==> config.mk <==
export PLATFORM = sky130hd
export DESIGN_NAME = spc_pin_control
export DESIGN_NICKNAME = d
export VERILOG_FILES = /design/src/logic/spc_pkg.sv /design/src/logic/spc_combined_sync_output_gen.sv /design/src/logic/spc_pin_control.sv
export VERILOG_INCLUDE_DIRS = /design/src /design/src/logic
export SDC_FILE = /design/constraint.sdc
export NUM_CORES = 1
export LEC_CHECK = 0
export BUFFER_PORTS_ARGS = -buffer_cell sky130_fd_sc_hd__buf_4
export CAP_MARGIN = 20
export CORE_AREA = 2 2 74 111
export DETAILED_ROUTE_END_ITERATION = 8
export DIE_AREA = 0 0 76 113
export PLACE_DENSITY = 0.67
export SLEW_MARGIN = 10
export SYNTH_ARGS = -nofsm -noshare
export SYNTH_HDL_FRONTEND = slang
export SYNTH_HIERARCHICAL = 1
export SYNTH_SLANG_ARGS = --single-unit
==> constraint.sdc <==
create_clock -name clk -period 2 [get_ports clk]
set_input_delay 0.5 -clock clk [delete_from_list [all_inputs] [get_ports clk]]
set_output_delay 0.5 -clock clk [all_outputs]
set_load 0.01 [all_outputs]
==> src/logic/spc_map.svh <==
`ifndef SPC_MAP_SVH
`define SPC_MAP_SVH
// Register indices on the indexed I/O port
`define SPC_IDX_PINFN     8'h72
`define SPC_IDX_PWRSIG    8'h73
`define SPC_IDX_CSWIDTH   8'h7E
`define SPC_IDX_FLOAT     8'h7F
// Pin function control fields
`define SPC_PF_SYNCSEL    0
`define SPC_PF_BIASSEL    1
`define SPC_PF_G0DATA     2
`define SPC_PF_G0FN_LO    3
`define SPC_PF_G1DATA     5
`define SPC_PF_G1FN_LO    6
// Power signaling fields
`define SPC_PS_HDATA      0
`define SPC_PS_HSEL       1
`define SPC_PS_VDATA      2
`define SPC_PS_VSEL       3
`define SPC_PS_DRVSTBY    4
`define SPC_PS_HCLK       5
`define SPC_PS_VCLK       6
// Composite width fields
`define SPC_CW_ROUND      5
// Float/test fields
`define SPC_FT_BUS        0
`define SPC_FT_MEM        1
`define SPC_FT_TEST_LO    2
`define SPC_FT_TESTEN     6
// Reset values
`define SPC_RST_PINFN     8'h00
`define SPC_RST_PWRSIG    8'h00
`define SPC_RST_CSWIDTH   8'h00
`define SPC_RST_FLOAT     8'h00
// Vertical equalization/serration span in scan lines
`define SPC_VEQ_LINES     3
`endif

==> src/logic/spc_pkg.sv <==
package spc_pkg;
    typedef enum logic [1:0] {
        SPC_FN_NATIVE,
        SPC_FN_COMBINED_SYNC_OUTPUT,
        SPC_FN_GPIN,
        SPC_FN_GPOUT
    } spc_pin_fn_t;
    typedef enum logic [1:0] {
        SPC_CS_IDLE,
        SPC_CS_PULSE
    } spc_cs_state_t;
endpackage : spc_pkg

==> src/logic/spc_combined_sync_output_gen.sv <==
`timescale 1ns/100ps
`include "spc_map.svh"
module spc_combined_sync_output_gen #(
    parameter int WIDTH_BITS = 5
) (
    input  wire logic                  clk,
    input  wire logic                  rst_n,
    input  wire logic                  crtc_hsync,
    input  wire logic                  crtc_vsync,
    input  wire logic [WIDTH_BITS-1:0] pulse_width,
    input  wire logic                  round_off,
    output logic                       combined_sync_output
);
    import spc_pkg::*;

    typedef struct packed {
        spc_cs_state_t         state;
        logic [WIDTH_BITS:0]   count;
        logic                  hs_prev;
        logic                  out;
    } spc_cs_t;

    spc_cs_t cur;
    spc_cs_t next_cur;

    function automatic logic [WIDTH_BITS:0] eq_width(
        input logic [WIDTH_BITS-1:0] w,
        input logic                  r
    );
        logic [WIDTH_BITS:0] diff;
        diff = {1'b0, w} - {{WIDTH_BITS{1'b0}}, r};
        return (diff >> 1) + 1'b1;
    endfunction : eq_width

    logic hs_rise;
    assign hs_rise = crtc_hsync & ~cur.hs_prev;
    assign combined_sync_output   = cur.out;

    // Outside vertical sync: one pulse of width+1 per line.
    // Inside vertical sync: half-width equalizing pulse, keeps monitor locked.
    always_comb begin
        next_cur         = cur;
        next_cur.hs_prev = crtc_hsync;
        case (cur.state)
            SPC_CS_IDLE: begin
                if (hs_rise) begin
                    next_cur.state = SPC_CS_PULSE;
                    next_cur.out   = 1'b1;
                    next_cur.count = crtc_vsync ? eq_width(pulse_width, round_off)
                                                : {1'b0, pulse_width} + 1'b1;
                end
            end
            SPC_CS_PULSE: begin
                if (cur.count <= 1) begin
                    next_cur.state = SPC_CS_IDLE;
                    next_cur.out   = 1'b0;
                    next_cur.count = '0;
                end else begin
                    next_cur.count = cur.count - 1'b1;
                end
            end
            default: next_cur.state = SPC_CS_IDLE;
        endcase
    end

    always_ff @(posedge clk or negedge rst_n) begin
        if (!rst_n) begin
            cur <= '0;
        end else begin
            cur <= next_cur;
        end
    end
endmodule : spc_combined_sync_output_gen

==> src/logic/spc_pin_control.sv <==
`timescale 1ns/100ps
`include "spc_map.svh"
module spc_pin_control #(
    parameter int WIDTH_BITS = 5
) (
    input  wire logic       clk,
    input  wire logic       rst_n,
    input  wire logic [7:0] reg_index,
    input  wire logic [7:0] reg_wdata,
    input  wire logic       reg_wr,
    input  wire logic       reg_rd,
    output logic      [7:0] reg_rdata,
    output logic            reg_hit,
    input  wire logic       crtc_hsync,
    input  wire logic       crtc_vsync,
    input  wire logic       crt_vsync_interval,
    input  wire logic       combined_sync_output_mode,
    input  wire logic       seq_clock,
    input  wire logic       activity_level,
    input  wire logic       bias_enable_level,
    input  wire logic       backlight_level,
    input  wire logic       synth_enabled,
    input  wire logic       act_pin_is_addr,
    input  wire logic       bkl_pin_is_addr,
    input  wire logic       low_power_mode,
    input  wire logic       activity_indicator_pin_in,
    input  wire logic       backlight_enable_pin_in,
    output logic            activity_indicator_pin_out,
    output logic            activity_indicator_pin_oe_n,
    output logic            backlight_enable_pin_out,
    output logic            backlight_enable_pin_oe_n,
    output logic            panel_bias_enable_pin,
    output logic            hsync_out,
    output logic            hsync_oe_n,
    output logic            hsync_pulldown,
    output logic            vsync_out,
    output logic            vsync_oe_n,
    output logic            vsync_pulldown,
    output logic            display_float,
    output logic            memory_float,
    output logic      [3:0] test_function
);
    import spc_pkg::*;

    typedef struct packed {
        logic [7:0] pinfn;
        logic [7:0] pwrsig;
        logic [7:0] cswidth;
        logic [7:0] flt;
        logic [7:0] rdata;
        logic       hit;
        logic       act_out;
        logic       act_oe_n;
        logic       bkl_out;
        logic       bkl_oe_n;
        logic       bias;
        logic       hs;
        logic       hs_oe_n;
        logic       hs_pd;
        logic       vs;
        logic       vs_oe_n;
        logic       vs_pd;
        logic       dfloat;
        logic       mfloat;
        logic [3:0] test;
    } spc_state_t;

    spc_state_t cur;
    spc_state_t next_cur;
    logic       combined_sync_output;

    spc_combined_sync_output_gen #(
        .WIDTH_BITS (WIDTH_BITS)
    ) u_combined_sync_output (
        .clk         (clk),
        .rst_n       (rst_n),
        .crtc_hsync  (crtc_hsync),
        .crtc_vsync  (crtc_vsync),
        .pulse_width (cur.cswidth[WIDTH_BITS-1:0]),
        .round_off   (cur.cswidth[`SPC_CW_ROUND]),
        .combined_sync_output       (combined_sync_output)
    );

    // General pin: its function field applies only when the synthesizer
    // is on and the pin is not borrowed as an address line.
    function automatic logic [2:0] gp_pin(
        input logic [1:0] fn,
        input logic       active,
        input logic       native,
        input logic       data,
        input logic       cs
    );
        if (!active) begin
            return {native, 1'b0, 1'b0};
        end else if (spc_pin_fn_t'(fn) == SPC_FN_COMBINED_SYNC_OUTPUT) begin
            return {cs, 1'b0, 1'b0};
        end else if (spc_pin_fn_t'(fn) == SPC_FN_GPIN) begin
            return {1'b0, 1'b1, 1'b0};
        end else if (spc_pin_fn_t'(fn) == SPC_FN_GPOUT) begin
            return {data, 1'b0, 1'b0};
        end else begin
            return {native, 1'b0, 1'b0};
        end
    endfunction : gp_pin

    logic [2:0] act_res;
    logic [2:0] bkl_res;
    logic       h_func;
    logic       v_func;
    logic       sync_drive;

    always_comb begin
        next_cur = cur;
        if (reg_wr) begin
            if (reg_index == `SPC_IDX_PINFN) begin
                next_cur.pinfn = reg_wdata;
            end else if (reg_index == `SPC_IDX_PWRSIG) begin
                next_cur.pwrsig = reg_wdata;
            end else if (reg_index == `SPC_IDX_CSWIDTH) begin
                next_cur.cswidth = {2'b00, reg_wdata[5:0]};
            end else if (reg_index == `SPC_IDX_FLOAT) begin
                next_cur.flt = reg_wdata;
            end
        end
        next_cur.hit   = 1'b0;
        next_cur.rdata = 8'h00;
        if (reg_rd) begin
            next_cur.hit = 1'b1;
            if (reg_index == `SPC_IDX_PINFN) begin
                next_cur.rdata = {cur.pinfn[7:6], backlight_enable_pin_in, cur.pinfn[4:3],
                                  activity_indicator_pin_in, cur.pinfn[1:0]};
            end else if (reg_index == `SPC_IDX_PWRSIG) begin
                next_cur.rdata = cur.pwrsig;
            end else if (reg_index == `SPC_IDX_CSWIDTH) begin
                next_cur.rdata = cur.cswidth;
            end else if (reg_index == `SPC_IDX_FLOAT) begin
                next_cur.rdata = cur.flt;
            end else begin
                next_cur.hit = 1'b0;
            end
        end

        act_res = gp_pin(cur.pinfn[`SPC_PF_G0FN_LO +: 2], synth_enabled & ~act_pin_is_addr,
                         activity_level, cur.pinfn[`SPC_PF_G0DATA], combined_sync_output);
        bkl_res = gp_pin(cur.pinfn[`SPC_PF_G1FN_LO +: 2], synth_enabled & ~bkl_pin_is_addr,
                         backlight_level, cur.pinfn[`SPC_PF_G1DATA], combined_sync_output);
        next_cur.act_out  = act_res[2];
        next_cur.act_oe_n = act_res[1];
        next_cur.bkl_out  = bkl_res[2];
        next_cur.bkl_oe_n = bkl_res[1];

        next_cur.bias = cur.pinfn[`SPC_PF_BIASSEL] ? backlight_level : bias_enable_level;

        // Sync function choice: composite pair when the bit or the mode input asks for it
        h_func = (cur.pinfn[`SPC_PF_SYNCSEL] | combined_sync_output_mode) ? combined_sync_output : crtc_hsync;
        v_func = (cur.pinfn[`SPC_PF_SYNCSEL] | combined_sync_output_mode) ? crt_vsync_interval
                                                           : crtc_vsync;
        // Software levels give the monitor power states on the two sync pins
        if (cur.pwrsig[`SPC_PS_HSEL]) begin
            next_cur.hs = cur.pwrsig[`SPC_PS_HCLK] ? seq_clock : cur.pwrsig[`SPC_PS_HDATA];
        end else begin
            next_cur.hs = h_func;
        end
        if (cur.pwrsig[`SPC_PS_VSEL]) begin
            next_cur.vs = cur.pwrsig[`SPC_PS_VCLK] ? seq_clock : cur.pwrsig[`SPC_PS_VDATA];
        end else begin
            next_cur.vs = v_func;
        end

        // Relies on software having set a power-saving pattern first
        sync_drive = ~low_power_mode | cur.pwrsig[`SPC_PS_DRVSTBY];
        next_cur.hs_oe_n = ~sync_drive | cur.flt[`SPC_FT_BUS];
        next_cur.vs_oe_n = ~sync_drive | cur.flt[`SPC_FT_BUS];
        next_cur.hs_pd   = ~sync_drive;
        next_cur.vs_pd   = ~sync_drive;

        next_cur.dfloat = cur.flt[`SPC_FT_BUS];
        next_cur.mfloat = cur.flt[`SPC_FT_MEM];
        next_cur.test   = cur.flt[`SPC_FT_TESTEN] ? cur.flt[`SPC_FT_TEST_LO +: 4] : 4'h0;
    end

    always_ff @(posedge clk or negedge rst_n) begin
        if (!rst_n) begin
            cur          <= '0;
            cur.pinfn    <= `SPC_RST_PINFN;
            cur.pwrsig   <= `SPC_RST_PWRSIG;
            cur.cswidth  <= `SPC_RST_CSWIDTH;
            cur.flt      <= `SPC_RST_FLOAT;
            cur.act_oe_n <= 1'b1;
            cur.bkl_oe_n <= 1'b1;
            cur.hs_oe_n  <= 1'b1;
            cur.vs_oe_n  <= 1'b1;
        end else begin
            cur <= next_cur;
        end
    end

    assign reg_rdata                   = cur.rdata;
    assign reg_hit                     = cur.hit;
    assign activity_indicator_pin_out  = cur.act_out;
    assign activity_indicator_pin_oe_n = cur.act_oe_n;
    assign backlight_enable_pin_out    = cur.bkl_out;
    assign backlight_enable_pin_oe_n   = cur.bkl_oe_n;
    assign panel_bias_enable_pin       = cur.bias;
    assign hsync_out                   = cur.hs;
    assign hsync_oe_n                  = cur.hs_oe_n;
    assign hsync_pulldown              = cur.hs_pd;
    assign vsync_out                   = cur.vs;
    assign vsync_oe_n                  = cur.vs_oe_n;
    assign vsync_pulldown              = cur.vs_pd;
    assign display_float               = cur.dfloat;
    assign memory_float                = cur.mfloat;
    assign test_function               = cur.test;
endmodule : spc_pin_control

### After elaboration in Yosys (flattened, before gate mapping)

Index checks and enable logic that the tools add are counted.

| storage, ports and cells | value |
|---|---|
| word-level logic and storage cells | 97 |
| output and inout bits | 26 |
| register bits after elaboration | 64 |

| cells by class | value |
|---|---|
| $lt $le $gt $ge | 1 |
| multiplexer cells | 34 |
| bitwise operators | 14 |
| add/sub/neg operators | 4 |
| eq/ne operators | 13 |
| reductions and logical operators | 9 |

Operators by type and width:

| cell | count |
|---|---|
| 8-bit 2-to-1 mux | 5 |
| 8-bit by 7-bit equality test with 1-bit output (second input constant) | 4 |
| 3-bit 2-to-1 mux | 8 |
| 1-bit 2-to-1 mux | 13 |
| 5-bit by 1-bit adder with 6-bit output (second input constant) | 2 |
| 6-bit 2-to-1 mux | 2 |
| 6-bit one-hot mux with 2 select lines | 1 |
| 9-bit 2-to-1 mux | 1 |
| 2-bit equality test (second input constant) | 4 |
| 1-bit inverter | 8 |
| 2-bit by 1-bit equality test with 1-bit output (second input constant) | 3 |
| 6-bit by 1-bit <= comparator with 1-bit output (second input constant) | 1 |
| 2-bit AND reduction | 3 |
| 3-bit AND reduction | 2 |
| 5-bit by 1-bit subtractor with 6-bit output | 1 |
| 6-bit by 1-bit subtractor with 6-bit output (second input constant) | 1 |
| 5-bit AND reduction | 1 |
| 4-bit 2-to-1 mux | 1 |
| 2-bit by 1-bit != test with 1-bit output (second input constant) | 2 |
| 2-bit one-hot mux with 2 select lines | 1 |
| 4-bit AND reduction | 1 |
| 1-bit bitwise AND | 3 |
| 1-bit bitwise OR | 3 |
| 2-bit zero test | 1 |
| 3 further kinds | 3 |

### Depth between registers and ports, before layout

Gate-level depths: netlist of the first run.

| depth | value |
|---|---|
| depth in word-level cells | 6 |
| depth in mapped cells | 8 |

### By module

Netlist of the first run, hierarchy kept.

Modules (own cells, without submodules):

| module | seq. area each (sq um) | cells an instance | instances | area an instance (sq um) |
|---|---|---|---|---|
| spc_pin_control | 1355.0 | 176 | 1 | 2414.8 |
| spc_combined_sync_output_gen | 200.2 | 80 | 1 | 676.9 |

### Least setup slack after synthesis of the first run

OpenSTA, ideal clock, no wires.

| path | value |
|---|---|
| path type | input to register |
| from | input reg_index[7] |
| to | register cur[42] in the netlist's numbering |
| setup time | 0.125 ns |
| arrival time | 1.629 ns |
| cell stages on the path | 3 |
| slack | 0.246 ns |
| required time | 1.875 ns |
| buffers on the path | 0 |
| cell sequence | nand4b_4 > nor4_4 > mux2_2 |

| on the way | value |
|---|---|
| word-level cells in the longest chain between the ends | 3 |

RTL lines:

| item | line | text |
|---|---|---|
| from (decl) | spc_pin_control.sv:8 | `input wire logic [7:0] reg_index,` |
| 8-bit by 7-bit equality test with 1-bit output (no line) | n/a |  |
| 1-bit inverter (no line) | n/a |  |
| 3-bit AND reduction (no line) * | n/a |  |
| to (signal assigned) | spc_pin_control.sv:194 | `cur <= next_cur;` |
| to (decl) | spc_pin_control.sv:68 | `spc_state_t cur;` |

Every way passes the cells marked *; elsewhere a longest branch is shown, timed or not.
A chain may end at the register's enable or synchronous reset.

### Worst setup path in the final report of the first run

| path | value |
|---|---|
| from | register cur[39] in the netlist's numbering |
| to | register u_combined_sync_output/cur[6] in the netlist's numbering |

| on the way | value |
|---|---|
| word-level cells in the longest chain between the ends | 5 |

RTL lines:

| item | line | text |
|---|---|---|
| 5-bit by 1-bit subtractor with 6-bit output | spc_combined_sync_output_gen.sv:31 | `diff = {1'b0, w} - {{WIDTH_BITS{1'b0}}, r};` |
| 5-bit by 1-bit adder with 6-bit output | spc_combined_sync_output_gen.sv:32 | `return (diff >> 1) + 1'b1;` |
| 6-bit 2-to-1 mux | spc_combined_sync_output_gen.sv:49 | `next_cur.count = crtc_vsync ? eq_width(pulse_width, round_off)` |
| 8-bit 2-to-1 mux | spc_combined_sync_output_gen.sv:46 | `if (hs_rise) begin` |
| 6-bit one-hot mux with 2 select lines | spc_combined_sync_output_gen.sv:44 | `case (cur.state)` |
| to (signal assigned) | spc_combined_sync_output_gen.sv:70 | `cur <= next_cur;` |
| to (decl) | spc_combined_sync_output_gen.sv:23 | `spc_cs_t cur;` |

No other way between the ends. The select of a mux whose other input is x is not followed.

==> results of run 1 <==
==> power by group <==
group | internal [uW] | switching (uW) | leakage (uW)
sequential | 1370 | 103 | 0.000821
combinational | 313 | 355 | 0.000934
clock | 1050 | 524 | 0.000151
total | 2740 | 981 | 0.00191
==> stage by stage <==
step | total power (uW) | cells | area, sq um
final | 3720 | 427 | 3970
after global routing | 3920 | 427 | 3970
after CTS | 3760 | 427 | 3960
after detailed placement | 2160 | 412 | 3650
after global placement | 2150 | 412 | 3650
after floorplan | 1900 | 256 | 3090
==> final cells by class <==
class                      instances  area [sq um]
clock buffer                      12           267
clock inverter                     3          42.5
fill                             670          3600
inverter                           9          33.8
multi-input combinational        166          1380
sequential                        62          1560
tap                              102           128
timing repair buffer              73           561
==> flip-flops by register name (all words and copies together) (netlist names), 4 cells and up <==
signal	flops
cur	30
u_combined_sync_output/cur	7
test_function	4
reg_rdata	8
==> worst max-delay path, stage by stage, from the launching register on <==
cell and delay (ns):
dfrtp_1 0.38, nor2b_2 0.17, ha_2 0.19, xnor2_1 0.14
a21o_1 0.19, inv_1 0.06, ha_1 0.23, and4_1 0.16
o31ai_1 0.20
==> metal layers <==
| layer | vias to the layer above | global-route usage, % | routed length [um] |
|---|---|---|---|
| met5 | - | 0 | 0 |
| met4 | 0 | 10.8 | 207 |
| met3 | 13 | 3.83 | 239 |
| met2 | 48 | 29.2 | 3560 |
| met1 | 1007 | 19.1 | 2670 |
| li1 | 1050 | - | - |
==> worst paths after layout <==
kind	start	to	slack, ns	depth (start not counted)
max reg2reg	cur[39]$_DFFE_PN0P_	u_combined_sync_output/cur[6]$_DFFE_PN0P_	0.19	8
max	cur[39]$_DFFE_PN0P_	u_combined_sync_output/cur[6]$_DFFE_PN0P_	0.19	8
min in group clk	crtc_hsync	u_combined_sync_output/cur[1]$_DFF_PN0_	0.29	1
min reg2reg	cur[27]$_DFFE_PN0P_	memory_float$_DFF_PN0_	0.42	0
max in group asynchronous	rst_n	activity_indicator_pin_oe_n$_DFF_PN1_	1.35	2
min	rst_n	reg_rdata[6]$_DFF_PN0_	0.08	1
==> logic make-up after synthesis <==
kind of cell    after synthesis  synth area share, %
simple gates                 73                 16.9
flops                        62                 50.3
fa+ha+maj                     4                 1.62
compound gates               39                 8.54
xor+xnor                      3                0.850
mux                          47                 16.6
buf+inv                      28                 5.22
==> cells in the mapped netlist (all sizes together), types with 4 or more instances <==
library cell	n	area share, %
o22ai	6	1.2
mux2	34	12
nor2	12	1.5
a31oi	5	1.2
nand4	4	0.81
and2	9	1.8
inv	9	1.1
nor2b	10	2.0
buf	17	3.9
dfrtp	59	48
nand2	11	1.3
o21ai	10	1.6
nor4	6	3.6
a21oi	5	0.81
ha	4	1.6
mux2i	13	4.2
==> timing repair <==
item	4_1_cts	5_1_grt
setup endpoints to repair	0	2
gates resized for setup	0	2
endpoints found under the hold margin	0	0
==> impl_metrics.ini, run 1 <==
[power_and_ir_drop]
ir_drop_uv = 572
p_leak_uw = 0.00191
pwr_density_cell_nw_per_um2 = 938

[layout]
synthToLayoutAreaGrowth_pct = 28.3
layout-drive-gt1-share_pct = 42.5
final_common_cell = buf_4
diodes = 0
fin_util_pct = 52.4
layout.cells.most_common_list = buf_4, dfrtp_1, mux2_2
num-nets-final = 359

[clock_tree]
cts_buffers = 9
cts_hold_buf = 0
postCtsSetupRepairBufs = 0
root_buffer = clkbuf_16
cts_tree = yes
cts_max_level = 3
clk_latency_ns = 0.33
cts_sinks = 62
cts.path.max_buffers = 2
cts.clk_slew.worst_paths_ns = 0.05

[timing]
rsz0062_at_grt = false
hold_viol_final = 0
period_share_pct = 90.6
min_period_ns = 1.81
relSlewSlack_pct = 64.0
skew_ns = 0.00865
slew_viol_final = 0
setup_tns_ns = 0
setup_ws_ns = 0.187
tightest_slew_ns = 0.535
max_freq_ghz = 0.552
whs_ns = 0.0843
setup_violations = 0

[floorplanning]
io_pins = 60
fp.dieW_um = 76
dieArea_sq_um = 8590
initial_core_util_pct = 40.9
coreArea_sq_um = 7560
die_y_um = 113
rows = 39

[critical_path]
crit_type = reg -> reg
worstPathArrival_ns = 2.04
startpoint_type = register
cp_max_fo = 3
worst_ep_required_time_ns = 2.23
crit_path_end_kind = register

[detailed_routing]
dr.pass1.iters = 4
wirelength_um = 6680
ant_nets = 0
routedWlPerCell_um = 15.6
vias = 2118
drc_errors = 0
drtIter0Drc = 86
viasPerCell = 4.96

[yosys]
synth-async-reset-ratio_pct = 100
synth_cells = 256
ys.flop_type = dfrtp_1
ys_seq_area_share_pct = 50.3
syn_area_sq_um = 3090
yosysUniqueCellTypes = 51
synth.avg_cell_area_sq_um = 12.1
synth-edff-count = 0
ys_warn_count = 6
syn_nets = 294
ys_ff_latch = 62

[global_routing]
grt_pass1_wl_um = 11100
grt_pass1_vias = 2207
track_usage_pct = 17.0
grt_max_degree = 35
antenna_found_initial = 0
grt_overflow = 0

[place]
portBuffers = 59
place_ws_ns = 0.0653
hpwl_um = 5170
gp_congestion = 0.771

[outcome]
status = finished clean

[min_path]
worstHoldPathType = in -> async

[job]
cap_violations = 0
(Power assumes the default switching activity.)
==> run 2: changes to the inputs <==
--- a/config.mk
+++ b/config.mk
@@ -6,12 +6,12 @@
 export SDC_FILE = /design/constraint.sdc
 export NUM_CORES = 1
 export LEC_CHECK = 0
-export BUFFER_PORTS_ARGS = -buffer_cell sky130_fd_sc_hd__buf_4
 export CAP_MARGIN = 20
 export CORE_AREA = 2 2 74 111
 export DETAILED_ROUTE_END_ITERATION = 8
 export DIE_AREA = 0 0 76 113
-export PLACE_DENSITY = 0.67
+export DONT_BUFFER_PORTS = 1
+export PLACE_DENSITY = 0.6
 export SLEW_MARGIN = 10
 export SYNTH_ARGS = -nofsm -noshare
 export SYNTH_HDL_FRONTEND = slang
==> constraint.sdc (replaced) <==
create_clock -name clk -period 2.3 [get_ports clk]
set_input_delay 0.575 -clock clk [delete_from_list [all_inputs] [get_ports clk]]
set_output_delay 0.575 -clock clk [all_outputs]
set_load 0.01 [all_outputs]
==> impl_metrics.ini, run 2 (synthesized netlist as in run 1, its figures left out) <==
[timing]
skew_ns = 0.00371
setup_ws_ns = 0.405
period_share_pct = 82.4
setup_tns_ns = 0
setup_violations = 0
max_freq_ghz = 0.528
rsz0062_at_grt = false
slew_viol_final = 0
min_period_ns = 1.90
tightest_slew_ns = 0.563
relSlewSlack_pct = 62.2
hold_viol_final = 0

[clock_tree]
root_buffer = clkbuf_16
cts_buffers = 9
cts.clk_slew.worst_paths_ns = 0.05
cts_tree = yes
cts_max_level = 3
clk_latency_ns = 0.33
cts.path.max_buffers = 2
cts_sinks = 62

[global_routing]
track_usage_pct = 16.9
grt_max_degree = 60
grt_pass1_wl_um = 11000
grt_pass1_vias = 2072
antenna_found_initial = 0
grt_overflow = 0

[place]
gp_congestion = 0.745
place_ws_ns = 0.326
portBuffers = 0
dp.cells = 343
hpwl_um = 4890

[floorplanning]
dieArea_sq_um = 8590
initial_core_util_pct = 40.9
coreArea_sq_um = 7560
rows = 39
die_y_um = 113
fp.dieW_um = 76
io_pins = 60

[critical_path]
critPathLaunch = cur[39]$_DFFE_PN0P_
cp_max_fo = 5
rr_startpoint = cur[39]$_DFFE_PN0P_
crit_type = reg -> reg
crit_path_end_kind = register
worst_ep_required_time_ns = 2.53
reg2reg_depth = 8
worstPathArrival_ns = 2.13
startpoint_type = register

[power_and_ir_drop]
pwr_density_cell_nw_per_um2 = 873
p_leak_uw = 0.00155
seqPwrFrac_pct = 43.4
ir_drop_uv = 375
p_int_uw = 2160
clkPwrFrac_pct = 40.6
swShare_pct = 27.7
power_switching_uw = 827
p_comb_share_pct = 16.0
power_uw = 2980

[layout]
fin_cells = 360
layout-drive-gt1-share_pct = 26.0
num-nets-final = 291
layout.cells.most_common_list = dfrtp_1, mux2_2, mux2i_1
largest_register = cur
fin_util_pct = 45.2
largest_register_ffs = 30
diodes = 0
synthToLayoutAreaGrowth_pct = 10.6
final_common_cell = dfrtp_1

[detailed_routing]
vias = 1911
ant_nets = 0
wirelength_um = 6730
dr.pass1.iters = 4
routedWlPerCell_um = 18.7
drtIter0Drc = 56
viasPerCell = 5.31
drc_errors = 0

[job]
cap_violations = 0

[outcome]
status = finished clean

[min_path]
worstHoldPathType = in -> async
run 2: cell count changes in the layout (fill, tap and decap cells not counted), sizes merged:
| cell | previous run | this run |
|---|---|---|
| bufinv | 1 | 0 |
| clkinv | 1 | 3 |
| buf | 73 | 5 |
run 2: stage by stage:
step	cell area, sq um	hold slack [ns]
floorplan	3090	0.279
global placement	3120	0.281
detailed placement	3120	0.281
CTS	3420	0.0756
global route	3420	0.0756
finish	3420	0.0881
run 2: layer usage:
| metal | part of all wire, % | wire length [um] | vias up | GRT usage, % |
|---|---|---|---|---|
| met5 | 0 | 0 | - | 0 |
| met4 | 1.8 | 118 | 0 | 7.39 |
| met3 | 3.6 | 245 | 7 | 4.70 |
| met2 | 56 | 3750 | 33 | 31.3 |
| met1 | 39 | 2610 | 957 | 18.0 |
| li1 | - | - | 914 | - |
run 2: power by group through the flow:
stage	Combinational [uW]	Clock, uW	Sequential, uW
2_1_floorplan	374	0	1280
6_report	477	1210	1290
3_5_place_dp	453	0	1310
3_3_place_gp	441	0	1310
4_1_cts	483	1240	1290
5_1_grt	539	1290	1310
run 2: timing repair:
item,CTS,global route
hold endpoints to repair,59,0
hold buffers,1,0
gates resized for setup,0,0
buffers inserted,0,0
run 2: worst paths after layout:
check	endpoint	slack [ns]
max	u_combined_sync_output/cur[6]$_DFFE_PN0P_	0.40
min	activity_indicator_pin_oe_n$_DFF_PN1_	0.09
max reg2reg	u_combined_sync_output/cur[6]$_DFFE_PN0P_	0.40
min reg2reg	display_float$_DFF_PN0_	0.45
max in group asynchronous	u_combined_sync_output/combined_sync_output$_DFFE_PN0P_	1.93
min in group clk	u_combined_sync_output/cur[1]$_DFF_PN0_	0.28
run 2: area by class of cell:
type | count | area (sq um)
Fill cell | 680 | 4150
Tap cell | 102 | 128
Sequential cell | 62 | 1560
Inverter | 9 | 33.8
Clock buffer | 12 | 246
Timing Repair Buffer | 5 | 57.6
Multi-Input combinational cell | 166 | 1380
Clock inverter | 4 | 22.5
run 2: worst max-delay path, stage by stage (launching register included):
cell	delay [ns]
dfrtp_1	0.43
nor2b_1	0.16
ha_1	0.24
xnor2_1	0.15
a21o_1	0.19
inv_1	0.06
ha_1	0.23
and4_1	0.16
o31ai_1	0.18
==> run 3: changes to the inputs <==
==> constraint.sdc (replaced) <==
create_clock -name clk -period 1.9 [get_ports clk]
set_input_delay 0.475 -clock clk [delete_from_list [all_inputs] [get_ports clk]]
set_output_delay 0.475 -clock clk [all_outputs]
set_load 0.01 [all_outputs]
==> impl_metrics.ini, run 3 (synthesized netlist as in run 1, its figures left out) <==
[outcome]
status = finished with violations
violations = hold timing

[layout]
layout.cells.most_common_list = dfrtp_1, mux2_2, mux2i_1
synthToLayoutAreaGrowth_pct = 11.7
layout-drive-gt1-share_pct = 27.7
diodes = 0
num-nets-final = 298
final_common_cell = dfrtp_1
largest_register_ffs = 30
final_area_sq_um = 3450
largest_register = cur
fillers = 706

[floorplanning]
rows = 39
dieArea_sq_um = 8590
fp.dieW_um = 76
io_pins = 60
initial_core_util_pct = 40.9
coreArea_sq_um = 7560
die_y_um = 113

[global_routing]
track_usage_pct = 16.3
antenna_found_initial = 0
grt_pass1_vias = 2019
grt_overflow = 0
grt_max_degree = 63
grt_pass1_wl_um = 10700

[job]
cap_violations = 0

[timing]
hold_viol_final = 59
slew_viol_final = 0
rsz0062_at_grt = false
period_share_pct = 94.9
relSlewSlack_pct = 62.5
setup_tns_ns = 0
tightest_slew_ns = 0.557
skew_ns = 0.00446
whs_ns = -0.153
setup_violations = 0
min_period_ns = 1.80
max_freq_ghz = 0.555

[critical_path]
crit_end = u_combined_sync_output/cur[5]$_DFFE_PN0P_
startpoint_type = register
crit_type = reg -> reg
crit_path_max_incr_delay_ns = 0.37
critPathLaunch = cur[34]$_DFFE_PN0P_
worst_ep_required_time_ns = 2.10
cpMostUsedCell = xnor2_1
cp_max_fo = 3
critical-path-slowest-cell = dfrtp_1
crit_chain = nor2b_1, ha_2, xnor2_1, a21o_1, buf_4, nor4_4, xnor2_1, o21ai_1
reg2reg_depth = 8
crit_path_end_kind = register
ff2ff_setup_slack_ns = 0.1
rr_startpoint = cur[34]$_DFFE_PN0P_
worstPathArrival_ns = 2.00
rr_endpoint = u_combined_sync_output/cur[5]$_DFFE_PN0P_

[clock_tree]
cts_max_level = 3
cts_tree = yes
cts.clk_slew.worst_paths_ns = 0.05
root_buffer = clkbuf_16
clk_latency_ns = 0.32
cts_buffers = 9
cts.path.max_buffers = 2
cts_sinks = 62

[power_and_ir_drop]
p_comb_share_pct = 15.6
power_switching_uw = 938
p_int_uw = 2650
pwr_density_cell_nw_per_um2 = 1040
p_leak_uw = 0.00158
clkPwrFrac_pct = 40.8
power_uw = 3580
swShare_pct = 26.2
seqPwrFrac_pct = 43.6
ir_drop_uv = 565

[detailed_routing]
vias = 1935
viasPerCell = 5.29
dr.pass1.iters = 4
ant_nets = 0
routedWlPerCell_um = 18.2
drtIter0Drc = 104
drc_errors = 0
wirelength_um = 6650

[place]
postPlaceCellArea_sq_um = 3170
hpwl_um = 4920
gp_congestion = 0.792
portBuffers = 0

[min_path]
worstHoldPathType = in -> async
-- run 3: per-stage QoR --
stage | hold WS (ns) | std cells | setup WS (ns) | utilization, %
after floorplan | 0.179 | 256 | 0.171 | -
after global placement | 0.181 | 350 | 0.107 | 42.0
after detailed placement | 0.181 | 350 | 0.0925 | 42.0
after CTS | -0.163 | 365 | 0.0762 | 45.5
after global routing | -0.165 | 366 | 0.0230 | 45.7
final | -0.153 | 366 | 0.0972 | 45.7
-- run 3: power groups by stage --
stage	registers, uW	logic (uW)	clock network (uW)
floorplan	1550	453	0
global route	1570	632	1550
CTS	1560	561	1500
detailed placement	1590	557	0
global placement	1580	550	0
finish	1560	558	1460
-- run 3: repair_timing --
action                                  4_1_cts  5_1_grt
hold endpoints to repair                     62       62
buffers inserted                              0        1
resized for setup                             0        1
endpoints found under the setup margin        0        2
-- run 3: how the worst min path moves through the flow --
| stage | from | to | slack (ns) | depth (start not counted) |
|---|---|---|---|---|
| after floorplan | rst_n | activity_indicator_pin_out$_DFF_PN0_ | 0.18 | 0 |
| after CTS | rst_n | cur[52]$_DFFE_PN0P_ | -0.16 | 0 |
| after global placement | rst_n | reg_rdata[7]$_DFF_PN0_ | 0.18 | 0 |
| after global routing | rst_n | reg_hit$_DFF_PN0_ | -0.16 | 0 |
| after detailed placement | rst_n | reg_rdata[6]$_DFF_PN0_ | 0.18 | 0 |
| final | rst_n | reg_hit$_DFF_PN0_ | -0.15 | 0 |
-- run 3: layout make-up --
cell class | count | area (sq um) | area share, %
Clock buffer | 14 | 264 | 7.64
Clock inverter | 1 | 5.00 | 0.145
Sequential cell | 62 | 1560 | 45.0
Inverter | 9 | 33.8 | 0.978
Multi-Input combinational cell | 166 | 1380 | 39.9
Tap cell | 102 | 128 | 3.70
Timing Repair Buffer | 12 | 90.1 | 2.61
-- run 3: per-layer routing --
metal  up-vias  GRT usage [%]  part of all wire [%]
li1        924              -                     -
met1       964           18.2                    40
met4         0           7.88                   1.2
met5         -              0                     0
met3         6           3.99                   3.9
met2        41           29.0                    55
-- run 3: critical path: cells and delay by family (launching register included) --
kind,cells,cell delay (ns)
XOR/XNOR,2,0.22
AO/OA/AOI/OAI,2,0.26
AND/OR/NAND/NOR,2,0.46
flip-flops,1,0.37
buffers and inverters,1,0.14
adder cells (fa/ha/maj),1,0.24
